**src/logic/counter_array_pkg.sv**
```systemverilog
/*
  Constants for the counter array control and status register.
  Assumes an SFR bus with byte and bit access, synchronous to the core clock.
*/
`default_nettype none

package counter_array_pkg;
  // ----------------------------------------
  // Address map
  // ----------------------------------------
  localparam logic [7:0] CTRL_ADDR      = 8'hD8;
  localparam logic [7:0] CTRL_RESET     = 8'h00;
  localparam logic [4:0] BIT_BASE_MASK  = 5'h1F;

  // ----------------------------------------
  // Field positions
  // ----------------------------------------
  localparam logic [2:0] POS_OVERFLOW   = 3'h7;
  localparam logic [2:0] POS_RUN        = 3'h6;
  localparam logic [2:0] POS_UNUSED     = 3'h5;
  localparam logic [2:0] POS_MODULE4    = 3'h4;
  localparam int         NUM_MODULES    = 5;
  localparam int         NUM_FLAGS      = 6;
  localparam int         FLAG_OVERFLOW  = 5;

  // ----------------------------------------
  // Counter
  // ----------------------------------------
  localparam logic [15:0] COUNT_ALL_ONES = 16'hFFFF;
endpackage

`default_nettype wire

```
**src/logic/flag_if.sv**
```systemverilog
/*
  Carrier between the register decode and the sticky flag bank.
  Assumes both ends share one clock.
*/
`timescale 1ns/1ns
`default_nettype none

interface flag_if;
  logic [5:0] hw_set;
  logic [5:0] sw_wr;
  logic [5:0] sw_val;
  logic [5:0] flags;

  modport ctrl (output hw_set, output sw_wr, output sw_val, input flags);
  modport bank (input hw_set, input sw_wr, input sw_val, output flags);
endinterface

`default_nettype wire

```
**src/logic/flag_bank.sv**
```systemverilog
/*
  Sticky flag bank: overflow flag and five module match flags.
  Assumes set and write strobes are single-cycle and qualified by the caller.
*/
`timescale 1ns/1ns
`default_nettype none

module flag_bank (
  // Clock and reset
  input  wire logic core_clk_in,
  input  wire logic rst_in,
  input  wire logic ce_in,
  // Flag access
  flag_if.bank      fl
);

  // ----------------------------------------
  // Next value
  // ----------------------------------------
  logic [5:0] flags;
  wire  [5:0] next_flags;

  assign next_flags = (flags & ~fl.sw_wr) | (fl.sw_wr & fl.sw_val) | fl.hw_set;
  assign fl.flags   = flags;

  always_ff @(posedge core_clk_in or posedge rst_in) begin
    if (rst_in) begin
      flags <= 6'h00;
    end else if (ce_in) begin
      flags <= next_flags;
    end
  end

endmodule // flag_bank

`default_nettype wire

```
**src/logic/counter_array_ctrl.sv**
```systemverilog
/*
  Control and status register of the counter array: run bit, overflow
  flag, five module match flags, interrupt request and watchdog forcing.
  Assumes the counter, the modules and the mode register sit outside and
  that all inputs are synchronous to core_clk_in.
*/
// How it works
// - Counter wrap from all-ones sets overflow
// - Enabled overflow flag raises interrupt request
// - Flags sticky; software writes zero clears
// - Run bit advances or stops counter
// - Bit five reads zero, ignores writes
// - Module match or capture sets flag
// - Enabled module flag raises interrupt request
// - Register at 0xD8, bit-addressable
// - Watchdog on: one to module4 flag resets
// - Watchdog on: counter runs, run bit stored
// - Mode-register enable gates overflow interrupt
`timescale 1ns/1ns
`default_nettype none

module counter_array_ctrl (
  // Clock, reset, enable
  input  wire logic        core_clk_in,
  input  wire logic        rst_in,
  input  wire logic        ce_in,
  // SFR byte access
  input  wire logic [7:0]  sfr_addr_in,
  input  wire logic        sfr_wr_in,
  input  wire logic        sfr_rd_in,
  input  wire logic [7:0]  sfr_wdata_in,
  output logic      [7:0]  sfr_rdata_out,
  output logic             sfr_rvalid_out,
  // SFR bit access
  input  wire logic [7:0]  bit_addr_in,
  input  wire logic        bit_wr_in,
  input  wire logic        bit_rd_in,
  input  wire logic        bit_wdata_in,
  output logic             bit_rdata_out,
  output logic             bit_rvalid_out,
  // Counter
  input  wire logic [15:0] counter_value_in,
  input  wire logic        counter_tick_in,
  output logic             counter_run_out,
  // Modules and mode register
  input  wire logic [4:0]  module_event_in,
  input  wire logic [4:0]  module_irq_enable_in,
  input  wire logic        overflow_irq_enable_in,
  input  wire logic        watchdog_enable_in,
  // Requests
  output logic             irq_out,
  output logic             watchdog_reset_out
);

  // ----------------------------------------
  // Decode helpers
  // ----------------------------------------
  function automatic logic [7:0] write_mask(input logic       byte_hit,
                                            input logic       bit_hit,
                                            input logic [2:0] idx);
    logic [7:0] m;
    m = 8'h00;
    if (byte_hit) begin
      m = 8'hFF;
    end else if (bit_hit) begin
      m[idx] = 1'b1;
    end
    return m;
  endfunction

  function automatic logic [5:0] flag_bits(input logic [7:0] v);
    return {v[counter_array_pkg::POS_OVERFLOW], v[counter_array_pkg::POS_MODULE4:0]};
  endfunction

  // ----------------------------------------
  // Address decode
  // ----------------------------------------
  logic       run;
  flag_if     fl ();

  wire        byte_hit;
  wire        byte_rd_hit;
  wire        bit_in_reg;
  wire        bit_wr_hit;
  wire        bit_rd_hit;
  wire [2:0]  bit_idx;
  wire [7:0]  wr_mask;
  wire [7:0]  wr_val;
  wire [7:0]  reg_value;
  wire        overflow_event;
  wire        wd_force;
  wire        next_run;

  assign byte_hit    = sfr_wr_in && (sfr_addr_in == counter_array_pkg::CTRL_ADDR);
  assign byte_rd_hit = sfr_rd_in && (sfr_addr_in == counter_array_pkg::CTRL_ADDR);
  assign bit_in_reg  = (bit_addr_in[7:3] == counter_array_pkg::CTRL_ADDR[7:3]);
  assign bit_wr_hit  = bit_wr_in && bit_in_reg;
  assign bit_rd_hit  = bit_rd_in && bit_in_reg;
  assign bit_idx     = bit_addr_in[2:0];
  assign wr_mask     = write_mask(byte_hit, bit_wr_hit, bit_idx);
  assign wr_val      = byte_hit ? sfr_wdata_in : {8{bit_wdata_in}};

  assign reg_value = {fl.flags[counter_array_pkg::FLAG_OVERFLOW], run, 1'b0,
                      fl.flags[counter_array_pkg::NUM_MODULES-1:0]};

  // ----------------------------------------
  // Flag events
  // ----------------------------------------
  // Wrap detection
  assign overflow_event = counter_tick_in && counter_run_out &&
                          (counter_value_in == counter_array_pkg::COUNT_ALL_ONES);

  assign fl.hw_set = {overflow_event, module_event_in};
  assign fl.sw_wr  = flag_bits(wr_mask);
  assign fl.sw_val = flag_bits(wr_val);

  flag_bank u_flags (
    .core_clk_in (core_clk_in),
    .rst_in      (rst_in),
    .ce_in       (ce_in),
    .fl          (fl.bank)
  );

  // ----------------------------------------
  // Run control
  // ----------------------------------------
  // Run bit write
  assign next_run = wr_mask[counter_array_pkg::POS_RUN] ?
                    wr_val[counter_array_pkg::POS_RUN] : run;
  assign counter_run_out = run || watchdog_enable_in;

  assign wd_force = watchdog_enable_in && wr_mask[counter_array_pkg::POS_MODULE4] &&
                    wr_val[counter_array_pkg::POS_MODULE4];

  // ----------------------------------------
  // Interrupt request
  // ----------------------------------------
  // Overflow and module match request
  assign irq_out = (fl.flags[counter_array_pkg::FLAG_OVERFLOW] && overflow_irq_enable_in) ||
                   (|(fl.flags[counter_array_pkg::NUM_MODULES-1:0] & module_irq_enable_in));

  // ----------------------------------------
  // Registers
  // ----------------------------------------
  always_ff @(posedge core_clk_in or posedge rst_in) begin
    if (rst_in) begin
      run                <= counter_array_pkg::CTRL_RESET[counter_array_pkg::POS_RUN];
      watchdog_reset_out <= 1'b0;
    end else if (ce_in) begin
      run                <= next_run;
      watchdog_reset_out <= wd_force;
    end
  end

  always_ff @(posedge core_clk_in or posedge rst_in) begin
    if (rst_in) begin
      sfr_rdata_out  <= 8'h00;
      sfr_rvalid_out <= 1'b0;
      bit_rdata_out  <= 1'b0;
      bit_rvalid_out <= 1'b0;
    end else if (ce_in) begin
      sfr_rdata_out  <= byte_rd_hit ? reg_value : 8'h00;
      sfr_rvalid_out <= byte_rd_hit;
      bit_rdata_out  <= bit_rd_hit && reg_value[bit_idx];
      bit_rvalid_out <= bit_rd_hit;
    end
  end

  // ----------------------------------------
  // Assertions
  // ----------------------------------------
  a_overflow_set: assert property (
    @(posedge core_clk_in) disable iff (rst_in)
    ce_in && overflow_event |=> fl.flags[counter_array_pkg::FLAG_OVERFLOW])
    else $error("overflow flag not set after wrap");

  a_irq_overflow: assert property (
    @(posedge core_clk_in) disable iff (rst_in)
    fl.flags[counter_array_pkg::FLAG_OVERFLOW] && overflow_irq_enable_in |-> irq_out)
    else $error("enabled overflow flag gave no request");

  a_flag_sticky: assert property (
    @(posedge core_clk_in) disable iff (rst_in)
    ce_in && fl.flags[counter_array_pkg::FLAG_OVERFLOW] &&
    !wr_mask[counter_array_pkg::POS_OVERFLOW]
    |=> fl.flags[counter_array_pkg::FLAG_OVERFLOW])
    else $error("overflow flag cleared without a write");

  a_run_write: assert property (
    @(posedge core_clk_in) disable iff (rst_in)
    ce_in && byte_hit && !sfr_wdata_in[counter_array_pkg::POS_RUN] && !watchdog_enable_in
    ##1 !watchdog_enable_in |-> !counter_run_out)
    else $error("counter still runs after run bit cleared");

  a_unused_zero: assert property (
    @(posedge core_clk_in) disable iff (rst_in)
    sfr_rvalid_out |-> !sfr_rdata_out[counter_array_pkg::POS_UNUSED])
    else $error("unused bit read as one");

  a_module_set: assert property (
    @(posedge core_clk_in) disable iff (rst_in)
    ce_in && (|module_event_in) |=>
    ((fl.flags[4:0] & $past(module_event_in)) == $past(module_event_in)))
    else $error("module flag not set after event");

  a_irq_module: assert property (
    @(posedge core_clk_in) disable iff (rst_in)
    (|(fl.flags[4:0] & module_irq_enable_in)) |-> irq_out)
    else $error("enabled module flag gave no request");

  a_bit_write: assert property (
    @(posedge core_clk_in) disable iff (rst_in)
    ce_in && bit_wr_hit && (bit_idx == counter_array_pkg::POS_RUN) && bit_wdata_in
    |=> run ##1 (run || $past(ce_in && (byte_hit || bit_wr_hit))))
    else $error("bit write to run bit lost");

  a_wdt_force: assert property (
    @(posedge core_clk_in) disable iff (rst_in)
    ce_in && watchdog_enable_in && bit_wr_hit &&
    (bit_idx == counter_array_pkg::POS_MODULE4) && bit_wdata_in
    |=> watchdog_reset_out)
    else $error("watchdog reset not forced");

  a_wdt_run: assert property (
    @(posedge core_clk_in) disable iff (rst_in)
    ce_in && watchdog_enable_in && byte_hit && !sfr_wdata_in[counter_array_pkg::POS_RUN]
    |=> !run && (counter_run_out || !watchdog_enable_in))
    else $error("run state wrong under watchdog");

  a_ovf_gate: assert property (
    @(posedge core_clk_in) disable iff (rst_in)
    irq_out && !overflow_irq_enable_in |-> (|(fl.flags[4:0] & module_irq_enable_in)))
    else $error("disabled overflow raised a request");

  a_set_wins: assert property (
    @(posedge core_clk_in) disable iff (rst_in)
    ce_in && overflow_event && wr_mask[counter_array_pkg::POS_OVERFLOW] &&
    !wr_val[counter_array_pkg::POS_OVERFLOW] |=> fl.flags[counter_array_pkg::FLAG_OVERFLOW])
    else $error("clear beat a set");

  c_overflow: cover property (@(posedge core_clk_in) disable iff (rst_in)
    ce_in && overflow_event);
  c_wdt_force: cover property (@(posedge core_clk_in) disable iff (rst_in)
    watchdog_reset_out);
  c_set_clear: cover property (@(posedge core_clk_in) disable iff (rst_in)
    ce_in && (|(fl.hw_set & fl.sw_wr & ~fl.sw_val)));
  c_irq: cover property (@(posedge core_clk_in) disable iff (rst_in)
    irq_out);

endmodule // counter_array_ctrl

`default_nettype wire

```
**config.mk**
```make
export PLATFORM = sky130hd
export DESIGN_NAME = counter_array_ctrl
export DESIGN_NICKNAME = d
export VERILOG_FILES = /design/src/logic/counter_array_pkg.sv /design/src/logic/flag_if.sv /design/src/logic/flag_bank.sv /design/src/logic/counter_array_ctrl.sv
export SDC_FILE = /design/constraint.sdc
export NUM_CORES = 1
export LEC_CHECK = 0
export BUFFER_PORTS_ARGS = -buffer_cell sky130_fd_sc_hd__clkbuf_2
export CORE_UTILIZATION = 42
export CTS_CLUSTER_DIAMETER = 150
export CTS_CLUSTER_SIZE = 40
export DETAILED_ROUTE_END_ITERATION = 12
export GPL_ROUTABILITY_DRIVEN = 0
export PLACE_DENSITY = 0.81
export SLEW_MARGIN = 20
export SYNTH_ARGS = -nofsm -noshare
export SYNTH_HDL_FRONTEND = slang
export SYNTH_SLANG_ARGS = --single-unit
```
**constraint.sdc**
```tcl
create_clock -name core_clk_in -period 1.3 [get_ports core_clk_in]
set_input_delay 0.065 -clock core_clk_in [delete_from_list [all_inputs] [get_ports core_clk_in]]
set_output_delay 0.065 -clock core_clk_in [all_outputs]
set_load 0.01 [all_outputs]
```
Word level (Yosys, flattened, before mapping) --
Index checks and enable logic that the tools add are counted.
Word-level totals: bits in registers 19, input bits 61, output and inout port bits 14
Operators by class: $lt $le $gt $ge 2, eq/ne operators 3, multiplexer cells 8, bitwise logic cells 6, reduce and logical (&&, ||, !) cells 15
Operators by type and width (count):
- two-way mux 8 bit | 4
- == test 16 bit (second input constant) | 1
- AND 6 bit | 2
- bitwise OR 6 bit | 2
- logical AND 1 bit | 11
- == test 8 bit (second input constant) | 1
- inverter 6 bit | 1
- AND 5 bit | 1
- == test 5 bit (second input constant) | 1
- OR reduction 5 bit | 1
- < comparator 3 x 4 -> 1 bit (second input constant) | 1
- binary-select mux 1 bit (select 3 bit) | 1
- demux 1 bit (select 3 bit) | 1
- >= comparator 3 x 1 -> 1 bit (second input constant) | 1
- logical OR 1 bit | 2
- two-way mux 1 bit | 2
- AND reduction 2 bit | 1

Depth between registers and ports, before layout --
Gate-level depths: netlist of the first run.
depth in word-level cells 10, gate-level depth with buffers 5

By module --
Synthesis of the first run repeated with hierarchy kept, for this count alone.
Second synthesis, totals: cells, all modules 125, area total of the unflattened synthesis 1179.9 µm²
Modules (own cells, without submodules):
- counter_array_ctrl | instances 1, cells each 93, area each 812.0 µm²
- flag_bank | instances 1, cells each 32, area each 367.9 µm²

Least setup slack after synthesis of the first run --
OpenSTA, ideal clock, no wires.
kind reg-to-reg, start register run, end register u_flags.flags[5] (netlist: u_flags.fl.flags[5]), arrival time 1143 ps, slack 75 ps, stages on the path, launching flop included 5, path buffers 0, period minus slack after synthesis 1225 ps, cell sequence dfrtp_1 or2_1 nand4_1 or4_1 a31oi_1
Between the ends: word-level cells in the longest chain between the ends 4
RTL lines:
- start, declared | line counter_array_ctrl.sv:78 | logic run;
- start signal, assigned | line counter_array_ctrl.sv:147 | run <= counter_array_pkg::CTRL_RESET[counter_array_pkg::POS_RUN];
- start signal, assigned | line counter_array_ctrl.sv:150 | run <= next_run;
- logical OR 1 bit | line counter_array_ctrl.sv:130 | assign counter_run_out = run || watchdog_enable_in;
- via counter_run_out | line counter_array_ctrl.sv:44 | output logic counter_run_out,
- logical AND 1 bit (2 in a row) | line counter_array_ctrl.sv:110 | assign overflow_event = counter_tick_in && counter_run_out &&
- bitwise OR 6 bit | line flag_bank.sv:23 | assign next_flags = (flags & ~fl.sw_wr) | (fl.sw_wr & fl.sw_val) | fl.hw_set;
- end signal, assigned | line flag_bank.sv:30 | flags <= next_flags;
- end, declared | line flag_bank.sv:20 | logic [5:0] flags;
The timed path passes the listed nets, and every way through them passes these cells. A chain may end at the register's enable or synchronous reset.

Worst setup path in the final report of the first run --
start register u_flags.flags[0] (netlist: u_flags.fl.flags[0]), end output port irq_out
Between the ends: word-level cells in the longest chain between the ends 3
RTL lines:
- AND 5 bit | line counter_array_ctrl.sv:140 | (|(fl.flags[counter_array_pkg::NUM_MODULES-1:0] & module_irq_enable_in));
- OR reduction 5 bit | line counter_array_ctrl.sv:140
- logical OR 1 bit | line counter_array_ctrl.sv:139 | assign irq_out = (fl.flags[counter_array_pkg::FLAG_OVERFLOW] && overflow_irq_enable_in) ||
- end, declared | line counter_array_ctrl.sv:51 | output logic irq_out,
No other way between the ends.

==> run_results.csv, run 1 <==
group,metric,value,unit
sta,whs,0.01070,ns
sta,hold_viol_final,0,
synthesis,synth_compound_area_frac,0.2367,
synthesis,syn_area,1174,um2
cts,clockBufferDepth,2,
final_layout,fin_nets,267,
route,drtIter0Drc,49,
synthesis,synth.distinct_cells,42,
worst_setup_path,r2r_cells,3,
place,dpl.hpwl,2.830,mm
power_and_ir_drop,max-vdd-ir-drop,730.6,uV
cts,cts_buffers,3,
cts,htree_num_levels,1,
synthesis,synth-seq-cells,18,
die,die_w,54.86,um
cts,cts_tree,"yes",
final_layout,final_util,0.6681,
route,wl_per_cell,14.87,um
route,postRouteWirelength,3.494,mm
synthesis,synth_top_family_by_area,"simple AND/OR/NAND/NOR gates",
synthesis,yosys.area_share.simple,0.2559,
worst_setup_path,worstPathMaxFanout,2,
die,die_area,3010,um2
route,via_per_inst,5.757,
worst_setup_path,r2r_slack,0.05,ns
route,drtPass1Iterations,4,
die,core_area,2567,um2
route,antenna_left,0,
place,portBuffers,72,
worst_setup_path,path_class,"reg2out",
synthesis,synthAdderAreaFrac,0,
global_routing,antenna_found_initial,0,
run,cap_violations,0,
sta,finalCritPeriodShare,0.9656,
synthesis,seq_area_frac_synth,0.3838,
global_routing,track_usage,0.2519,
worst_setup_path,cp-start-kind,"flop",
final_layout,drive_gt1_frac,0.4927,
worst_hold_path,hold_path.class,"in2reg",
synthesis,syn_inst,120,
sta,min_period,1.255,ns
sta,tightestPinTransition,0.6560,ns
sta,relSlewSlack,0.5622,
sta,setup-violations-final,0,
global_routing,grt_pass1_vias,1275,
sta,rsz0062_at_grt,"yes",
route,drc,0,
synthesis,synth_mux_area_frac,0.05330,
power_and_ir_drop,p_leak,0.9057,nW
worst_setup_path,worst-endpoint-arrival,1.19,ns
final_layout,diodes,0,
worst_hold_path,hold_depth,3,
sta,setup_tns,0,ns
worst_hold_path,hp-start,"sfr_wdata_in[1]",
die,io_pins,75,
synthesis,yosys_warnings,0,
worst_setup_path,crit-reg2reg-launch,"u_flags.fl.flags[0]$_DFFE_PP0P_",
status,status,"complete, no violations",
die,start_util,0.4571,
synthesis,synth_fp_nets,181,
worst_hold_path,hold_path_end,"u_flags.fl.flags[1]$_DFFE_PP0P_",
power_and_ir_drop,power,1.304,mW
global_routing,grt_max_degree,19,
die,die_h,54.86,um
worst_setup_path,r2r_end,"bit_rdata_out$_DFFE_PP0P_",
final_layout,synthToLayoutAreaGrowth,46.16,%
sta,finalMaxSlewViolations,0,
global_routing,grt_pass1_wl,5.257,mm
cts,cts-root-buf,"clkbuf_4",
synthesis,syn_avg_cell_area,9.780,um2
worst_setup_path,worst-endpoint-required,1.24,ns
power_and_ir_drop,powerDensity,760.2,nW/um2
route,vias,1353,
sta,fin_skew,0.008318,ns
sta,clock.fmax,796.7,MHz
synthesis,synthXorXnorAreaFrac,0,
global_routing,gr-total-overflow,0,
worst_setup_path,endpoint_kind,"output pin",
cts,worstSkewPairLatency,0.30,ns
cts,cts.clk_slew.worst_paths,0.10,ns
die,fp-row-count,18,
cts,clock_sinks,18,
area by class of cell:
cell class | instances | area [um2]
clock buffers | 4 | 36.28
fillers | 212 | 852.1
inverters | 9 | 33.78
multi-input cells | 86 | 663.1
flip-flops and latches | 18 | 450.4
well taps | 30 | 37.54
repair buffers | 88 | 494.2
worst max path at each step:
stage	start	endpoint	slack (ns)	cells past startpoint
after floorplan	run$_DFFE_PP0P_	u_flags.fl.flags[5]$_DFFE_PP0P_	0.07	4
after global placement	sfr_addr_in[6]	u_flags.fl.flags[2]$_DFFE_PP0P_	0.03	5
after detailed placement	sfr_addr_in[1]	u_flags.fl.flags[4]$_DFFE_PP0P_	-0.007	6
final	u_flags.fl.flags[0]$_DFFE_PP0P_	irq_out	0.04	4
after global routing	u_flags.fl.flags[0]$_DFFE_PP0P_	irq_out	-0.02	4
after CTS	u_flags.fl.flags[0]$_DFFE_PP0P_	irq_out	0.02	4
cells in the mapped netlist, drive strengths merged:
master   number  area share
dfrtp        18        0.38
inv           9       0.029
a22o          7       0.052
buf           6       0.035
nand4         6       0.032
nor2          6       0.019
a22oi         5       0.036
a31oi         5       0.027
nand2         5       0.016
nand3         5       0.021
mux2i         4       0.034
a21oi         3       0.013
nor4          3       0.016
nor4b         3       0.035
o21ai         3       0.013
o31ai         3       0.023
or2           3       0.016
a31o          2       0.015
and3          2       0.011
and4          2       0.015
and4b         2       0.017
nand4b        2       0.015
o2bb2ai       2       0.015
o41ai         2       0.015
or4           2       0.013
a21o          1      0.0064
a32oi         1      0.0075
and3b         1      0.0075
clkbuf        1      0.0032
conb          1      0.0032
mux4          1       0.019
nand2b        1      0.0053
nand3b        1       0.017
o21bai        1      0.0064
o31a          1      0.0075
what timing repair did:
item	4_1_cts	5_1_grt
hold buffers	1	0
pin swaps	0	1
setup endpoints to repair	1	1
endpoints found under the hold margin	18	0
gates resized for setup	2	6
buffers inserted	0	2
cell families (layout without fill, tap and decap cells):
kind of cell,Yosys count,count (layout)
buffers and inverters,16,101
flip-flops,18,18
multiplexers,5,5
AO/OA/AOI/OAI,36,36
AND/OR/NAND/NOR,44,44
other,1,1
power by group:
part           internal [mW]  leakage, nW  switching, mW
logic                  0.193        0.665          0.157
registers              0.584        0.220         0.0244
clock network          0.171       0.0210          0.174
metrics by stage:
step / setup WS (ns) / area, um2 / instances
after global routing: -0.01882 / 1715 / 235
final: 0.04476 / 1715 / 235
after global placement: 0.03210 / 1624 / 228
after detailed placement: -0.007242 / 1624 / 228
after CTS: 0.01962 / 1680 / 233
after floorplan: 0.07463 / 1174 / 120
sequential cells by signal, indices dropped and copies added (netlist names):
signal / flops
bit_rvalid_out: 1
sfr_rvalid_out: 1
bit_rdata_out: 1
sfr_rdata_out: 7
watchdog_reset_out: 1
run: 1
u_flags.fl.flags: 6
critical path: stages (launching register included):
cell,delay [ns]
dfrtp_1,0.41
buf_6,0.12
a22oi_2,0.13
nand3_1,0.08
buf_2,0.14
metal layers:
layer	global-route usage	vias to the layer above	part of all wire
met5	0	-	0
met4	0.1538	0	0.020
met3	0.03889	7	0.091
met2	0.4177	79	0.49
met1	0.3012	624	0.39
li1	-	643	-
placed cells by master (no fill, tap or decap), types with 4 or more instances in the layout:
cell type / count
inv_1: 9
buf_4: 12
dfrtp_1: 18
nand2_1: 5
a31oi_1: 5
nand4_1: 6
clkbuf_2: 71
a22oi_2: 4
nand3_1: 5
nor2_1: 6
a22o_1: 7
Note: power is estimated with default switching activity, not from simulation.
==> run 2: changes to the inputs <==
- CELL_PAD_IN_SITES_DETAIL_PLACEMENT: not set -> 0
- CELL_PAD_IN_SITES_GLOBAL_PLACEMENT: not set -> 1
- CORE_UTILIZATION: 42 -> 29
- CTS_BUF_LIST: not set -> sky130_fd_sc_hd__clkbuf_16
- PLACE_DENSITY: 0.81 -> 0.8
==> run 2 against run 1 <==
  * Final cell count grew 9.4%
  * Global-route usage shrank 8.6 points
  * Critical path depth is the same
  * Utilization shrank 19 points
  * Combinational power shrank 8.3%
  * Cell area grew 4.1%
  * Sequential power is essentially flat
==> run_results.csv, run 2 (synthesis gave the netlist of run 1 again) <==
group,metric,value,unit
final_layout,diodes,0,
sta,whs,0.04179,ns
final_layout,final_cell_mix,"72 x clkbuf_2, 19 x buf_4, 18 x dfrtp_1",
final_layout,largest_reg_flops,7,
die,core_area,3771,um2
global_routing,grt_pass1_vias,1223,
worst_setup_path,crit-reg2reg-launch,"run$_DFFE_PP0P_",
route,drc,0,
die,fp-row-count,22,
power_and_ir_drop,power,1.545,mW
final_layout,top_regs,"sfr_rdata_out: 7 flops, u_flags.fl.flags: 6 flops",
worst_setup_path,worst-endpoint-required,1.24,ns
cts,cts-root-buf,"clkbuf_16",
sta,hold_viol_final,0,
power_and_ir_drop,max-vdd-ir-drop,436.7,uV
global_routing,grt_pass1_wl,5.437,mm
sta,rsz0062_at_grt,"no",
global_routing,gr-total-overflow,0,
global_routing,antenna_found_initial,0,
die,die_area,4305,um2
place,portBuffers,72,
worst_setup_path,endpoint_kind,"output pin",
cts,htree_num_levels,1,
worst_hold_path,hold_depth,3,
worst_setup_path,r2r_cells,4,
sta,clock.fmax,810.5,MHz
die,io_pins,75,
cts,cts_buffers,3,
final_layout,largest-register,"sfr_rdata_out",
worst_setup_path,worstPathMaxFanout,4,
worst_setup_path,r2r_slack,0.11,ns
global_routing,grt_max_degree,19,
sta,setup-violations-final,0,
power_and_ir_drop,p_leak,0.9403,nW
cts,clock_sinks,18,
worst_setup_path,path_class,"reg2out",
worst_hold_path,hp-start,"sfr_wdata_in[1]",
route,via_per_inst,4.918,
worst_setup_path,r2r_end,"u_flags.fl.flags[5]$_DFFE_PP0P_",
status,status,"complete, no violations",
sta,setup_ws,0.06621,ns
route,drtIter0Drc,45,
sta,setup_tns,0,ns
power_and_ir_drop,powerDensity,865.4,nW/um2
final_layout,fillers,358,
die,die_h,65.62,um
final_layout,synthToLayoutAreaGrowth,52.13,%
sta,fin_skew,0.002952,ns
run,cap_violations,0,
final_layout,drive_gt1_frac,0.4833,
place,pre_cts_slack,0.02269,ns
worst_setup_path,cp-start-kind,"flop",
final_layout,layout_commonest_cell,"clkbuf_2",
sta,finalMaxSlewViolations,0,
cts,clockBufferDepth,2,
cts,cts_tree,"yes",
worst_hold_path,hold_path_end,"u_flags.fl.flags[1]$_DFFE_PP0P_",
cts,worstSkewPairLatency,0.25,ns
cts,cts.clk_slew.worst_paths,0.05,ns
route,antenna_left,0,
route,drtPass1Iterations,4,
worst_hold_path,hold_path.class,"in2reg",
global_routing,track_usage,0.1662,
sta,min_period,1.234,ns
route,postRouteWirelength,3.244,mm
final_layout,fin_nets,271,
place,dpl.hpwl,2.659,mm
die,start_util,0.3112,
worst_setup_path,worst-endpoint-arrival,1.17,ns
die,die_w,65.62,um
worst_setup_path,crit_path_start,"u_flags.fl.flags[1]$_DFFE_PP0P_",
route,wl_per_cell,12.62,um
route,vias,1264,
sta,finalCritPeriodShare,0.9491,
run 2: cell count changes in the layout (fill, tap and decap cells not counted), sizes merged:
cell    before  now
clkinv       0    1
buf         16   19
run 2: area by class of cell:
cell class / count / area, um2 / share of cell area
clock buffers: 3 / 75.07 / 0.04205
inverters: 9 / 33.78 / 0.01892
flip-flops and latches: 18 / 450.4 / 0.2523
clock inverters: 1 / 3.754 / 0.002102
multi-input cells: 86 / 649.4 / 0.3637
repair buffers: 92 / 513.0 / 0.2873
well taps: 48 / 60.06 / 0.03364
run 2: how the worst max path moves through the flow:
stage | endpoint | slack [ns]
after global placement | u_flags.fl.flags[3]$_DFFE_PP0P_ | 0.04
after detailed placement | u_flags.fl.flags[3]$_DFFE_PP0P_ | 0.02
after CTS | irq_out | 0.04
after global routing | irq_out | 0.0007
final | irq_out | 0.07
after floorplan | u_flags.fl.flags[5]$_DFFE_PP0P_ | 0.07
run 2: stage by stage:
step,util,instances,cell area (um2)
2_1_floorplan,-,120,1174
3_3_place_gp,0.4466,251,1684
3_5_place_dp,0.4466,251,1684
4_1_cts,0.4715,256,1778
5_1_grt,0.4735,257,1785
6_report,0.4735,257,1785
run 2: report_power, final:
group / internal (mW) / total [mW] / leakage (nW) / switching [mW]
Combinational: 0.179 / 0.322 / 0.682 / 0.143
Clock: 0.409 / 0.618 / 0.0385 / 0.209
Sequential: 0.585 / 0.605 / 0.220 / 0.0199
Total: 1.17 / 1.55 / 0.940 / 0.372
run 2: metal layers:
layer | vias up | GRT usage | wire length, um
li1 | 646 | - | -
met5 | - | 0 | 0
met2 | 49 | 0.2539 | 1475
met3 | 3 | 0.01736 | 150
met4 | 0 | 0.08152 | 36
met1 | 566 | 0.2311 | 1582
run 2: what timing repair did:
action,4_1_cts,5_1_grt
hold buffers,1,0
endpoints found under the hold margin,18,0
setup buffers,0,1
gates resized for setup,1,0
endpoints found under the setup margin,1,1
run 2: critical path, cell delays in order (launching register included):
cell and delay (ns):
dfrtp_1 0.38, buf_4 0.15, a22oi_2 0.17, nand3_1 0.09, clkbuf_2 0.13
